===== config.mk =====
export PLATFORM = sky130hd
export DESIGN_NAME = clock_path_ctrl
export DESIGN_NICKNAME = d
export VERILOG_FILES = /design/src/core/pin_sync.v /design/src/core/channel_hold.v /design/src/core/clock_path_ctrl.v
export VERILOG_INCLUDE_DIRS = /design/src /design/src/core
export SDC_FILE = /design/constraint.sdc
export NUM_CORES = 1
export LEC_CHECK = 0
export ABC_CLOCK_PERIOD_IN_PS = 2200
export BUFFER_PORTS_ARGS = -buffer_cell sky130_fd_sc_hd__buf_2
export CAP_MARGIN = 10
export CORE_MARGIN = 2
export CORE_UTILIZATION = 30
export DETAILED_ROUTE_END_ITERATION = 10
export SYNTH_ARGS = -nofsm -noshare
export SYNTH_HDL_FRONTEND = slang
export SYNTH_SLANG_ARGS = --single-unit

===== constraint.sdc =====
create_clock -name CLK -period 2.2 [get_ports CLK]
set_input_delay 0.44 -clock CLK [delete_from_list [all_inputs] [get_ports CLK]]
set_output_delay 0.44 -clock CLK [all_outputs]
set_load 0.005 [all_outputs]

===== src/core/clkpath_consts.vh =====
`ifndef CLKPATH_CONSTS_VH
`define CLKPATH_CONSTS_VH

// ------------------------------------------------------------------
// Register indices (byte address is four times the index)
// ------------------------------------------------------------------
`define IDX_UPDATE        14'h0005
`define IDX_DIST_GATE     14'h0405
`define IDX_RF_PWR        14'h0408
`define IDX_SYNC_MASK     14'h0500
`define IDX_STATUS        14'h0410

// ------------------------------------------------------------------
// Field positions
// ------------------------------------------------------------------
`define RF_PWR_PD1        0
`define RF_PWR_PD2        1
`define RF_PWR_DUAL       2
`define RF_PWR_STARTUP    4
`define DIST_GATE_BIT     3
`define MASK_CH1          5
`define MASK_CH3          7
`define ST_FB_SEEN        0
`define ST_RF1_PD         1
`define ST_RF2_PD         2
`define ST_LOCKED         3
`define ST_RUN_LO         5

// ------------------------------------------------------------------
// Writable bits, reset values, commit code
// ------------------------------------------------------------------
`define RF_PWR_WMASK      8'h17
`define SYNC_MASK_WMASK   8'hE0
`define DIST_GATE_WMASK   8'h08
`define RF_PWR_RESET      8'h02
`define SYNC_MASK_RESET   8'h00
`define DIST_GATE_RESET   8'h00
`define UPDATE_CODE       8'h01

`endif


===== src/core/pin_sync.v =====
module pin_sync #(
  parameter WIDTH = 1
) (
  input  wire             clk,
  input  wire             rst,
  input  wire [WIDTH-1:0] pin,
  output wire [WIDTH-1:0] level
);

  genvar i;
  generate
    for (i = 0; i < WIDTH; i = i + 1) begin : g_bit
      reg s1_r;
      reg s2_r;
      reg s3_r;
      reg lvl_r;
      always @(posedge clk) begin
        if (rst) begin
          s1_r  <= 1'b0;
          s2_r  <= 1'b0;
          s3_r  <= 1'b0;
          lvl_r <= 1'b0;
        end else begin
          s1_r <= pin[i];
          s2_r <= s1_r;
          s3_r <= s2_r;
          // Level moves only when the two late stages agree
          if (s2_r == s3_r) begin
            lvl_r <= s3_r;
          end
        end
      end
      assign level[i] = lvl_r;
    end
  endgenerate

endmodule


===== src/core/channel_hold.v =====
module channel_hold (
  input  wire clk,
  input  wire rst,
  input  wire mask,
  input  wire sync_evt,
  output reg  run_r,
  output reg  sync_rst_r
);

  always @(posedge clk) begin
    if (rst) begin
      run_r      <= 1'b0;
      sync_rst_r <= 1'b0;
    end else if (mask) begin
      // Masked: released from the hold, every sync event dropped
      run_r      <= 1'b1;
      sync_rst_r <= 1'b0;
    end else if (sync_evt) begin
      run_r      <= 1'b1;
      sync_rst_r <= 1'b1;
    end else begin
      sync_rst_r <= 1'b0;
    end
  end

endmodule


===== src/core/clock_path_ctrl.v =====
// Local design decision: the APB slave port.
`include "clkpath_consts.vh"

module clock_path_ctrl (
  input  wire        CLK,
  input  wire        RST,
  input  wire        PSEL,
  input  wire        PENABLE,
  input  wire        PWRITE,
  input  wire [15:0] PADDR,
  input  wire [31:0] PWDATA,
  input  wire [3:0]  PSTRB,
  output reg  [31:0] PRDATA,
  output reg         PREADY,
  output reg         PSLVERR,
  input  wire        FB_DETECT,
  input  wire        LOOP_LOCKED,
  input  wire        SYNC_IN,
  input  wire [3:1]  DRV_EN_REQ,
  output reg         RF1_PD,
  output reg         RF2_PD,
  output wire [3:1]  CH_RUN,
  output wire [3:1]  CH_SYNC_RST,
  output reg  [3:1]  DRV_EN
);

  // ----------------------------------------------------------------
  // Register state: staged copies and committed copies
  // ----------------------------------------------------------------
  reg  [7:0]  rf_pwr_stage_r;
  reg  [7:0]  rf_pwr_act_r;
  reg  [7:0]  mask_stage_r;
  reg  [7:0]  mask_act_r;
  reg  [7:0]  gate_stage_r;
  reg  [7:0]  gate_act_r;
  reg         fb_seen_r;
  reg         sync_prev_r;
  reg         sync_evt_r;

  wire [13:0] idx;
  wire        aligned;
  wire        setup;
  wire        access;
  wire        wr_done;
  wire        hit_update;
  wire        hit_gate;
  wire        hit_rf;
  wire        hit_mask;
  wire        hit_status;
  wire        mapped;
  wire        commit;
  wire        fb_lvl;
  wire        lock_lvl;
  wire        sync_lvl;
  wire        hold;
  wire        pd_both;
  wire        sync_ok;
  wire        sync_rise;
  wire        wr_rf;
  wire        wr_mask;
  wire        wr_gate;
  wire [7:0]  wr_byte;
  wire [3:1]  ch_mask;
  wire [7:0]  status;

  reg  [31:0] prdata_nxt;
  reg         pready_nxt;
  reg         pslverr_nxt;
  reg         rf1_pd_nxt;
  reg         rf2_pd_nxt;
  reg  [7:0]  rf_pwr_stage_nxt;
  reg  [7:0]  mask_stage_nxt;
  reg  [7:0]  gate_stage_nxt;

  // ----------------------------------------------------------------
  // Pin inputs
  // ----------------------------------------------------------------
  pin_sync #(
    .WIDTH (3)
  ) u_pins (
    .clk   (CLK),
    .rst   (RST),
    .pin   ({SYNC_IN, LOOP_LOCKED, FB_DETECT}),
    .level ({sync_lvl, lock_lvl, fb_lvl})
  );

  // ----------------------------------------------------------------
  // APB decode
  // ----------------------------------------------------------------
  assign idx        = PADDR[15:2];
  assign aligned    = (PADDR[1:0] == 2'h0);
  assign setup      = PSEL & ~PENABLE;
  assign access     = PSEL & PENABLE & PREADY;
  assign hit_update = aligned & (idx == `IDX_UPDATE);
  assign hit_gate   = aligned & (idx == `IDX_DIST_GATE);
  assign hit_rf     = aligned & (idx == `IDX_RF_PWR);
  assign hit_mask   = aligned & (idx == `IDX_SYNC_MASK);
  assign hit_status = aligned & (idx == `IDX_STATUS);
  assign mapped     = hit_update | hit_gate | hit_rf | hit_mask |
                      hit_status;
  assign wr_done    = access & PWRITE & mapped & PSTRB[0];
  // Per-register write strobes; reserved bits are masked on store
  assign wr_rf      = wr_done & hit_rf;
  assign wr_mask    = wr_done & hit_mask;
  assign wr_gate    = wr_done & hit_gate;
  assign wr_byte    = PWDATA[7:0];

  // Commit only on the exact code; other values leave staging pending
  assign commit = wr_done & hit_update &
                  (wr_byte == `UPDATE_CODE);

  // ----------------------------------------------------------------
  // APB answer
  // ----------------------------------------------------------------
  // Ready follows each setup cycle; no further wait states
  always @* begin
    pready_nxt  = setup;
    pslverr_nxt = setup & ~mapped;
  end

  always @(posedge CLK) begin
    if (RST) begin
      PREADY  <= 1'b0;
      PSLVERR <= 1'b0;
      PRDATA  <= 32'h00000000;
    end else begin
      PREADY  <= pready_nxt;
      PSLVERR <= pslverr_nxt;
      PRDATA  <= pready_nxt ? prdata_nxt : 32'h00000000;
    end
  end

  // ----------------------------------------------------------------
  // Read mux
  // ----------------------------------------------------------------
  assign status = {
    CH_RUN,
    1'b0,
    lock_lvl,
    RF2_PD,
    RF1_PD,
    fb_seen_r
  };

  always @* begin
    prdata_nxt = 32'h00000000;
    if (~PWRITE) begin
      if (hit_rf) begin
        prdata_nxt = {24'h000000, rf_pwr_stage_r};
      end else if (hit_mask) begin
        prdata_nxt = {24'h000000, mask_stage_r};
      end else if (hit_gate) begin
        prdata_nxt = {24'h000000, gate_stage_r};
      end else if (hit_status) begin
        prdata_nxt = {24'h000000, status};
      end else begin
        prdata_nxt = 32'h00000000;
      end
    end
  end

  // ----------------------------------------------------------------
  // Staging registers
  // ----------------------------------------------------------------
  // Reserved bits are never stored, so they always read zero
  always @* begin
    rf_pwr_stage_nxt = rf_pwr_stage_r;
    mask_stage_nxt   = mask_stage_r;
    gate_stage_nxt   = gate_stage_r;
    if (wr_rf) begin
      rf_pwr_stage_nxt = wr_byte & `RF_PWR_WMASK;
    end
    if (wr_mask) begin
      mask_stage_nxt = wr_byte & `SYNC_MASK_WMASK;
    end
    if (wr_gate) begin
      gate_stage_nxt = wr_byte & `DIST_GATE_WMASK;
    end
  end

  always @(posedge CLK) begin
    if (RST) begin
      rf_pwr_stage_r <= `RF_PWR_RESET;
      mask_stage_r   <= `SYNC_MASK_RESET;
      gate_stage_r   <= `DIST_GATE_RESET;
    end else begin
      rf_pwr_stage_r <= rf_pwr_stage_nxt;
      mask_stage_r   <= mask_stage_nxt;
      gate_stage_r   <= gate_stage_nxt;
    end
  end

  // ----------------------------------------------------------------
  // Committed copies
  // ----------------------------------------------------------------
  // Staged settings steer nothing until the update write
  always @(posedge CLK) begin
    if (RST) begin
      rf_pwr_act_r <= `RF_PWR_RESET;
      mask_act_r   <= `SYNC_MASK_RESET;
      gate_act_r   <= `DIST_GATE_RESET;
    end else if (commit) begin
      rf_pwr_act_r <= rf_pwr_stage_r;
      mask_act_r   <= mask_stage_r;
      gate_act_r   <= gate_stage_r;
    end
  end

  // ----------------------------------------------------------------
  // RF divider power-down
  // ----------------------------------------------------------------
  // Detection is sticky; only reset rearms the start-up hold
  always @(posedge CLK) begin
    if (RST) begin
      fb_seen_r <= 1'b0;
    end else if (fb_lvl) begin
      fb_seen_r <= 1'b1;
    end
  end

  assign hold = ~rf_pwr_act_r[`RF_PWR_STARTUP] & ~fb_seen_r;
  assign pd_both = hold | rf_pwr_act_r[`RF_PWR_DUAL];

  // Each divider adds its own bit to the shared power-down
  always @* begin
    rf1_pd_nxt = pd_both | rf_pwr_act_r[`RF_PWR_PD1];
    rf2_pd_nxt = pd_both | rf_pwr_act_r[`RF_PWR_PD2];
  end

  // Out of reset both dividers read powered down until decided
  always @(posedge CLK) begin
    if (RST) begin
      RF1_PD <= 1'b1;
      RF2_PD <= 1'b1;
    end else begin
      RF1_PD <= rf1_pd_nxt;
      RF2_PD <= rf2_pd_nxt;
    end
  end

  // ----------------------------------------------------------------
  // Sync event detection and gating
  // ----------------------------------------------------------------
  // Without the gate bit a sync passes only while the loop is locked
  assign sync_ok   = gate_act_r[`DIST_GATE_BIT] | lock_lvl;
  // Edge taken on the filtered level, so single-cycle pin glitches cannot repeat it
  assign sync_rise = sync_lvl & ~sync_prev_r;

  always @(posedge CLK) begin
    if (RST) begin
      sync_prev_r <= 1'b0;
      sync_evt_r  <= 1'b0;
    end else begin
      sync_prev_r <= sync_lvl;
      sync_evt_r  <= sync_rise & sync_ok;
    end
  end

  // ----------------------------------------------------------------
  // Output channels 1 to 3
  // ----------------------------------------------------------------
  // Mask field holds channel 1 at its lowest bit
  assign ch_mask = mask_act_r[`MASK_CH3:`MASK_CH1];

  // Release is two clocks after the commit write, not truly asynchronous
  genvar c;
  generate
    for (c = 1; c <= 3; c = c + 1) begin : g_ch
      channel_hold u_hold (
        .clk        (CLK),
        .rst        (RST),
        .mask       (ch_mask[c]),
        .sync_evt   (sync_evt_r),
        .run_r      (CH_RUN[c]),
        .sync_rst_r (CH_SYNC_RST[c])
      );
    end
  endgenerate

  // ----------------------------------------------------------------
  // Driver enables
  // ----------------------------------------------------------------
  // Driver enables follow their own request only, never the mask
  always @(posedge CLK) begin
    if (RST) begin
      DRV_EN <= 3'h0;
    end else begin
      DRV_EN <= DRV_EN_REQ;
    end
  end

endmodule


Word-level counts from Yosys, hierarchy flattened
Cells that the tools add are included. Widths: inputs -> output; s select.

Register bits after elaboration: 76. Word-level logic and storage cells: 99. Bits of input ports: 63.

Bitwise logic cells: 34. Muxes and demuxes: 9. Reductions and logical operators: 11. Equal/unequal tests: 9.

Operators by type and width (count): $eq 14x11->1 const B (4); $mux 8 (3); $and 1x1->1 (20); $eq 14x3->1 const B (1); $eq 8x1->1 const B (1); $or 1x1->1 (8); $not 1->1 (6); $reduce_bool 2->1 (3); $reduce_or 2->1 (3); $reduce_or 6->1 (1); $mux 1 (5); $mux 5 (1); $reduce_or 5->1 (1); $reduce_or 4->1 (1); $eq 1x1->1 (3); $reduce_or 3->1 (1); $logic_not 2->1 (1).

Logic depth before layout (Yosys ltp)
Gate-level depths: netlist of the first run.

Word-level depth: 10. Mapped depth: 6. Mapped depth without buffers: 4.

Hierarchy
Synthesis of the first run repeated with hierarchy kept, for this count alone.

Cells, all modules: 229. Area total of the unflattened synthesis: 2265.9 µm².

Modules (own cells, without submodules): clock_path_ctrl (seq. area each 680.7 µm², cells each 180, area an instance 1656.6 µm², instances 1); pin_sync (seq. area each 240.2 µm², cells each 34, area an instance 410.4 µm², instances 1); channel_hold (seq. area each 40.0 µm², cells each 5, area an instance 66.3 µm², instances 3).

Least setup slack after synthesis of the first run
Ideal clock, no wire load.

Path kind: input port to flip-flop. Start: input port PADDR[2]. End: register PRDATA[3]. Arrival: 1.592 ns. Path buffers: 0. Slack: 0.529 ns. Required time: 2.121 ns. Stages on the path: 4. Cells stage by stage: or4b_4 > nor3b_4 > nand3_2 > a211oi_2.

Longest elaborated chain between the ends: 4. Elaborated cells between the ends (all ways): 11. Classes of those cells: 4 x eq/ne; 2 x mux; 4 x bitwise; 1 x reduce/logical.

Ends and longest elaborated chain: start, declared (RTL line clock_path_ctrl.v:10) `input wire [15:0] PADDR,`; $eq 14x11->1 (no line); $and 1x1->1 (RTL line clock_path_ctrl.v:98) `` assign hit_status = aligned & (idx == `IDX_STATUS); ``; $mux 8 (RTL line clock_path_ctrl.v:154) `end else if (hit_status) begin`; $mux 8 (RTL line clock_path_ctrl.v:152) `end else if (hit_gate) begin`; end signal, assigned (RTL line clock_path_ctrl.v:129) `PRDATA <= pready_nxt ? prdata_nxt : 32'h00000000;`; end, declared (RTL line clock_path_ctrl.v:13) `output reg [31:0] PRDATA,`.

Several ways; a longest one is shown, not always the timed one. A chain may end at the register's enable or synchronous reset.

Final worst setup path of the first run
Start: input port PADDR[9]. End: register gate_stage_r[3].

Longest elaborated chain between the ends: 9. Elaborated cells between the ends (all ways): 17. Classes of those cells: 5 x eq/ne; 12 x bitwise.

Ends and longest elaborated chain: $eq 14x3->1 (no line) / $eq 14x11->1 (equally long branches); $and 1x1->1, on equally long branches (RTL line clock_path_ctrl.v:94, clock_path_ctrl.v:95); $or 1x1->1 (4 in series) (RTL line clock_path_ctrl.v:99) `assign mapped = hit_update | hit_gate | hit_rf | hit_mask |`; $and 1x1->1 (2 in series) (RTL line clock_path_ctrl.v:101) `assign wr_done = access & PWRITE & mapped & PSTRB[0];`; $and 1x1->1 (*) (RTL line clock_path_ctrl.v:105) `assign wr_gate = wr_done & hit_gate;`; end signal, assigned (RTL line clock_path_ctrl.v:185) `` gate_stage_r <= `DIST_GATE_RESET; ``; end signal, assigned (RTL line clock_path_ctrl.v:189) `gate_stage_r <= gate_stage_nxt;`; end, declared (RTL line clock_path_ctrl.v:34) `reg [7:0] gate_stage_r;`.

Every way passes the cells marked *; elsewhere a longest branch is shown, timed or not.

==> results of run 1 <==
==> sequential cells by signal, indices dropped and copies added, names as in the netlist, 3 cells and up <==
name and flops:
rf_pwr_stage_r 4, mask_act_r 3, u_pins.g_bit.s2_r 3, mask_stage_r 3, u_pins.g_bit.lvl_r 3, u_pins.g_bit.s1_r 3
DRV_EN 3, g_ch.u_hold.run_r 3, PRDATA 8, g_ch.u_hold.sync_rst_r 3, u_pins.g_bit.s3_r 3, rf_pwr_act_r 4
==> metal layers <==
layer | GRT usage | vias up | share of wire
met5 | 0 | - | 0
met3 | 0.0360 | 11 | 0.069
met4 | 0.0678 | 0 | 0.025
met1 | 0.158 | 793 | 0.44
li1 | - | 895 | -
met2 | 0.201 | 60 | 0.47
==> per-stage QoR <==
step           cell area, µm²  setup slack (ns)  power, mW
6_report                 2510             0.379       1.63
5_1_grt                  2510             0.206       1.70
4_1_cts                  2510             0.389       1.65
3_5_place_dp             2420            0.0605       1.08
3_3_place_gp             2420             0.134       1.08
2_1_floorplan            2270             0.529       1.05
==> cell usage after synthesis (all sizes together), types with 2 or more instances <==
master and n:
nor2b 14, nor3 7, buf 34, dfxtp 52, a32oi 2, nand2 6
nor4b 2, a21oi 23, nor3b 4, nor4 4, inv 2, nand2b 2
clkbuf 7, o21bai 2, nor2 14, nand4 7, or4 2, and4 3
o21ai 17, and3 2, nand3 21
==> worst max path at each step <==
stage / start / end / cells past startpoint
floorplan: PADDR[2] / PRDATA[3]$_SDFF_PP0_ / 4
global placement: PADDR[13] / gate_stage_r[3]$_SDFFE_PP0P_ / 5
detailed placement: PADDR[13] / gate_stage_r[3]$_SDFFE_PP0P_ / 5
CTS: PADDR[13] / gate_stage_r[3]$_SDFFE_PP0P_ / 5
global route: PADDR[13] / gate_stage_r[3]$_SDFFE_PP0P_ / 5
finish: PADDR[9] / gate_stage_r[3]$_SDFFE_PP0P_ / 5
==> cell type report <==
type / count / area (µm²) / area share
multi-input combinational: 168 / 948 / 0.377
tap: 99 / 124 / 0.0493
clock buffer: 6 / 82.6 / 0.0329
sequential: 52 / 1040 / 0.414
clock inverter: 2 / 13.8 / 0.00548
inverter: 2 / 7.51 / 0.00299
timing repair buffer: 58 / 295 / 0.118
==> power by group <==
group          total, mW  internal (mW)  switching, mW
Clock              0.573          0.258          0.315
Sequential         0.956          0.952        0.00382
Combinational      0.101         0.0432         0.0581
Total               1.63           1.25          0.377
==> cells by family (layout without fill, tap and decap cells) <==
family	after synthesis	count (layout)	synth area share
other	1	24	0.00172
AOI/OAI and AO/OA	51	51	0.133
buffers and inverters	43	68	0.129
and+or+nand+nor	93	93	0.260
DFF	52	52	0.477
==> results_dict.tcl, run 1 <==
set metrics [dict create \
    worst-setup-path-type "input port to flip-flop" \
    irDropWorstVdd_v 0.000294 \
    fin_util 0.352 \
    ys.flop_type "dfxtp_1" \
    final_cell_count_no_fill 387 \
    worst-path-buf-inv 1 \
    antenna_found_initial 0 \
    maxSlewHeadroom 0.611 \
    remaining_drc_errors 0 \
    std_cell_rows 31 \
    tns_ns 0 \
    grt_start_max_net_pins 39 \
    yosys-top-cells-area "dfxtp_1 (48%), buf_4 (11%), a21oi_1 (5.3%)" \
    path_clk_slew_ns 0.10 \
    synth_edf_count 0 \
    start_kind "input port" \
    holdPathStages 2 \
    drtIter0Drc 105 \
    holdBufCountCts 0 \
    grt_pass1_vias 1648 \
    dpl.hpwl_um 3530 \
    dr_total_vias 1759 \
    yosysTopAreaCellShare 0.477 \
    postSynthCellCount 240 \
    cp_data_arrival_time_ns 2.00 \
    syn-cell-area_um2 2180 \
    rsz0062_at_grt "false" \
    critPathCaptureType "flip-flop" \
    cp_max_fo 9 \
    ys_ff_latch 52 \
    synth_top_area_cell "dfxtp_1" \
    cts_sinks 52 \
    start_util 0.306 \
    grt_overflow 0 \
    cts_buffers 5 \
    layout_commonest_cell "buf_2" \
    coreArea_um2 7140 \
    hold_viol_final 0 \
    nNetsFinal 350 \
    ys_types 40 \
    min_period_over_period 0.828 \
    drt_pre_antenna_iters 4 \
    tightest_slew_ns 0.582 \
    drt-total-wl_um 4830 \
    htree_levels 2 \
    max_stage_delay_ns 0.50 \
    fill_cells 768 \
    cellPowerDensity_nw_per_um2 649 \
    hp-start "DRV_EN_REQ[1]" \
    ys.warnings.count 0 \
    die_w_um 89.3 \
    dp_cells 379 \
    io_buffers 56 \
    min_period_ns 1.82 \
    cp_top_family "simple AND/OR/NAND/NOR gates" \
    crit_path_top_delay_cell "nand4_1" \
    slew_viol_final 0 \
    hold_end "DRV_EN[1]$_SDFF_PP0_" \
    vias_per_cell 4.55 \
    diodes 0 \
    worstReg2RegEnd "mask_act_r[6]$_SDFFE_PP0P_" \
    skew_ns 0.00964 \
    hold_path_class "input port to flip-flop" \
    ctsResizeCount 0 \
    yosysSeqAreaShare 0.477 \
    fp.dieH_um 89.3 \
    r2r_start "PREADY$_SDFF_PP0_" \
    synthArstFlopShare 0 \
    final_cell_mix "buf_2 (56), dfxtp_1 (52), conb_1 (24)" \
    cts_buffer_depth 2 \
    dieArea_um2 7980 \
    p_leak_nw 1.01 \
    rrSetupSlack_ns 0.79 \
    ant_nets 0 \
    holdWs_ns 0.335 \
    cap_viol_max_count 0 \
    avgSynthCellArea_um2 9.10 \
    crit_chain "buf_2, nor4_2, nand4_1, o31ai_1, a21oi_1" \
    io_pins 108 \
    required_ns 2.38 \
    root_buffer "clkbuf_8" \
    gp_congestion 0.803 \
    clk_latency_ns 0.31 \
    status "completed" \
    grt_usage 0.128 \
    cts_setup_buffers 0 \
    cts_tree "built" \
    grt_pass1_wl_um 7770 \
    avgRoutedWirePerCell_um 12.5 \
    syn_to_final_growth_pct 15.0 \
    fmax_mhz 549 \
    reg2reg_depth 4 \
    setup_viol 0 \
    drive_gt1_frac 0.257 \
]
Power figures use the tool's default switching activity.
==> run 2, diff against run 1 <==
Settings changed: ABC_AREA set to 1, ABC_CLOCK_PERIOD_IN_PS 2200 to 1900.
Clock period 2.2 ns to 1.9 ns, I/O delays scaled along.
==> run 2 against run 1 <==
- utilization hardly changed
- clock-buffer cell count decreased by 1
- non-clock buffer count rose by 3
- power increased by 16%
- largest power group unchanged
==> results_dict.tcl, run 2 <==
set metrics [dict create \
    status "completed" \
    dp_slack_ns 0.0829 \
    synth-simple-area-share 0.340 \
    worstReg2RegEnd "mask_stage_r[6]$_SDFFE_PP0P_" \
    yosysSeqAreaShare 0.420 \
    final_cell_mix "nand2_1 (60), nor2_1 (59), inv_1 (58)" \
    std_cell_rows 33 \
    start_util 0.306 \
    coreArea_um2 8090 \
    antenna_found_initial 0 \
    root_buffer "clkbuf_8" \
    synth_top_area_cell "dfxtp_1" \
    synth-compound-area-share 0.0379 \
    setup_ws_ns 0.432 \
    grt_pass1_wl_um 8090 \
    irDropWorstVdd_v 0.000250 \
    largest_reg_flops 8 \
    cts_setup_buffers 0 \
    avgRoutedWirePerCell_um 9.60 \
    place_area_um2 2760 \
    hp-start "DRV_EN_REQ[1]" \
    critPathCaptureType "flip-flop" \
    min_period_over_period 0.773 \
    holdBufCountCts 0 \
    fin_util 0.352 \
    start_kind "input port" \
    rrSetupSlack_ns 0.63 \
    tns_ns 0 \
    final_cell_count_no_fill 506 \
    dpl.hpwl_um 3860 \
    htree_levels 2 \
    ys.flop_type "dfxtp_1" \
    layout_commonest_cell "nand2_1" \
    required_ns 2.15 \
    remaining_drc_errors 0 \
    cts_buffers 5 \
    largest_register "PRDATA" \
    setup_viol 0 \
    synthAdderAreaFrac 0 \
    dr_total_vias 2046 \
    postSynthCellCount 345 \
    synth_common_cells "nand2_1 (60), nor2_1 (59), inv_1 (58)" \
    fmax_mhz 681 \
    r2r_start "PREADY$_SDFF_PP0_" \
    ant_nets 0 \
    drt-total-wl_um 4860 \
    synth-xor-area-share 0 \
    synthArstFlopShare 0 \
    min_period_ns 1.47 \
    yosysMostFrequentCell "nand2_1" \
    fill_cells 903 \
    ys_ff_latch 52 \
    path_clk_slew_ns 0.10 \
    ctsResizeCount 0 \
    cts_buffer_depth 2 \
    vias_per_cell 4.04 \
    die_w_um 94.9 \
    grt_pass1_vias 1879 \
    synth_top_family_by_area "simple AND/OR/NAND/NOR gates" \
    nNetsFinal 463 \
    grt_usage 0.116 \
    syn-cell-area_um2 2480 \
    fp.dieH_um 94.9 \
    power_mw 1.88 \
    cts_tree "built" \
    grt_overflow 0 \
    reg_top3 "PRDATA (8), rf_pwr_act_r (4), rf_pwr_stage_r (4)" \
    hold_path_class "input port to flip-flop" \
    dp_cells 498 \
    syn_to_final_growth_pct 14.9 \
    hold_end "DRV_EN[1]$_SDFF_PP0_" \
    yosys-top-cells-area "dfxtp_1 (42%), buf_4 (9.1%), nand2_1 (9.1%)" \
    reg2reg_depth 7 \
    holdPathStages 3 \
    p_leak_nw 1.39 \
    io_buffers 56 \
    skew_ns 0.00819 \
    diodes 0 \
    cp_max_fo 12 \
    dieArea_um2 9010 \
    startpoint "PADDR[9]" \
    ys.warnings.count 0 \
    cts_sinks 52 \
    cp_data_arrival_time_ns 1.72 \
    worst-setup-path-type "input port to flip-flop" \
    avgSynthCellArea_um2 7.18 \
    drtIter0Drc 60 \
    gp_congestion 0.844 \
    holdWs_ns 0.260 \
    cellPowerDensity_nw_per_um2 662 \
    synthMuxAreaShare 0 \
    slew_viol_final 0 \
    drive_gt1_frac 0.239 \
    design_area_um2 2850 \
    synth_edf_count 0 \
    yosysTopAreaCellShare 0.420 \
    ys_types 27 \
    clk_latency_ns 0.31 \
    io_pins 108 \
    hold_viol_final 0 \
    grt_start_max_net_pins 21 \
    drt_pre_antenna_iters 4 \
    cap_viol_max_count 0 \
    rsz0062_at_grt "false" \
]
==> run 2: cell type report <==
class,count,area (µm²),area share
clock inverters,3,22.5,0.00791
clock buffers,5,68.8,0.0242
multi-input cells,216,1030,0.361
repair buffers,61,318,0.112
inverters,64,240,0.0843
well taps,105,131,0.0461
flip-flops and latches,52,1040,0.365
==> run 2: cells by family after synthesis <==
family,Yosys count
other,1
AND/OR/NAND/NOR,174
flip-flops,52
buffers and inverters,100
AO/OA/AOI/OAI,18
==> run 2: per-layer routing <==
layer / global-route usage / routed length (µm) / up-vias
met5: 0 / 0 / -
met4: 0.0483 / 98 / 0
met3: 0.0279 / 213 / 8
met2: 0.222 / 2600 / 44
met1: 0.120 / 1940 / 893
li1: - / - / 1101
==> run 2: worst max-delay path by stage <==
stage	slack, ns	depth (start not counted)	end
6_report	0.43	12	rf_pwr_act_r[2]$_SDFFE_PP0P_
5_1_grt	0.25	12	mask_act_r[6]$_SDFFE_PP0P_
4_1_cts	0.41	12	rf_pwr_act_r[2]$_SDFFE_PP0P_
3_5_place_dp	0.08	12	rf_pwr_act_r[2]$_SDFFE_PP0P_
3_3_place_gp	0.13	12	rf_pwr_act_r[4]$_SDFFE_PP0P_
2_1_floorplan	0.49	12	mask_stage_r[6]$_SDFFE_PP0P_
==> run 2: worst max-delay path, cell delays in order <==
cell,delay (ns)
buf_2,0.11
nor2_4,0.12
nand2_2,0.11
nor2_4,0.15
nand2_2,0.12
nand2_1,0.10
inv_2,0.04
nand2_4,0.14
nand3_2,0.19
nand2_1,0.11
inv_1,0.04
nor2_1,0.09
==> run 2: power breakdown <==
group,internal (mW),switching [mW]
combinational,0.0543,0.0856
clock,0.264,0.375
sequential,1.10,0.00399
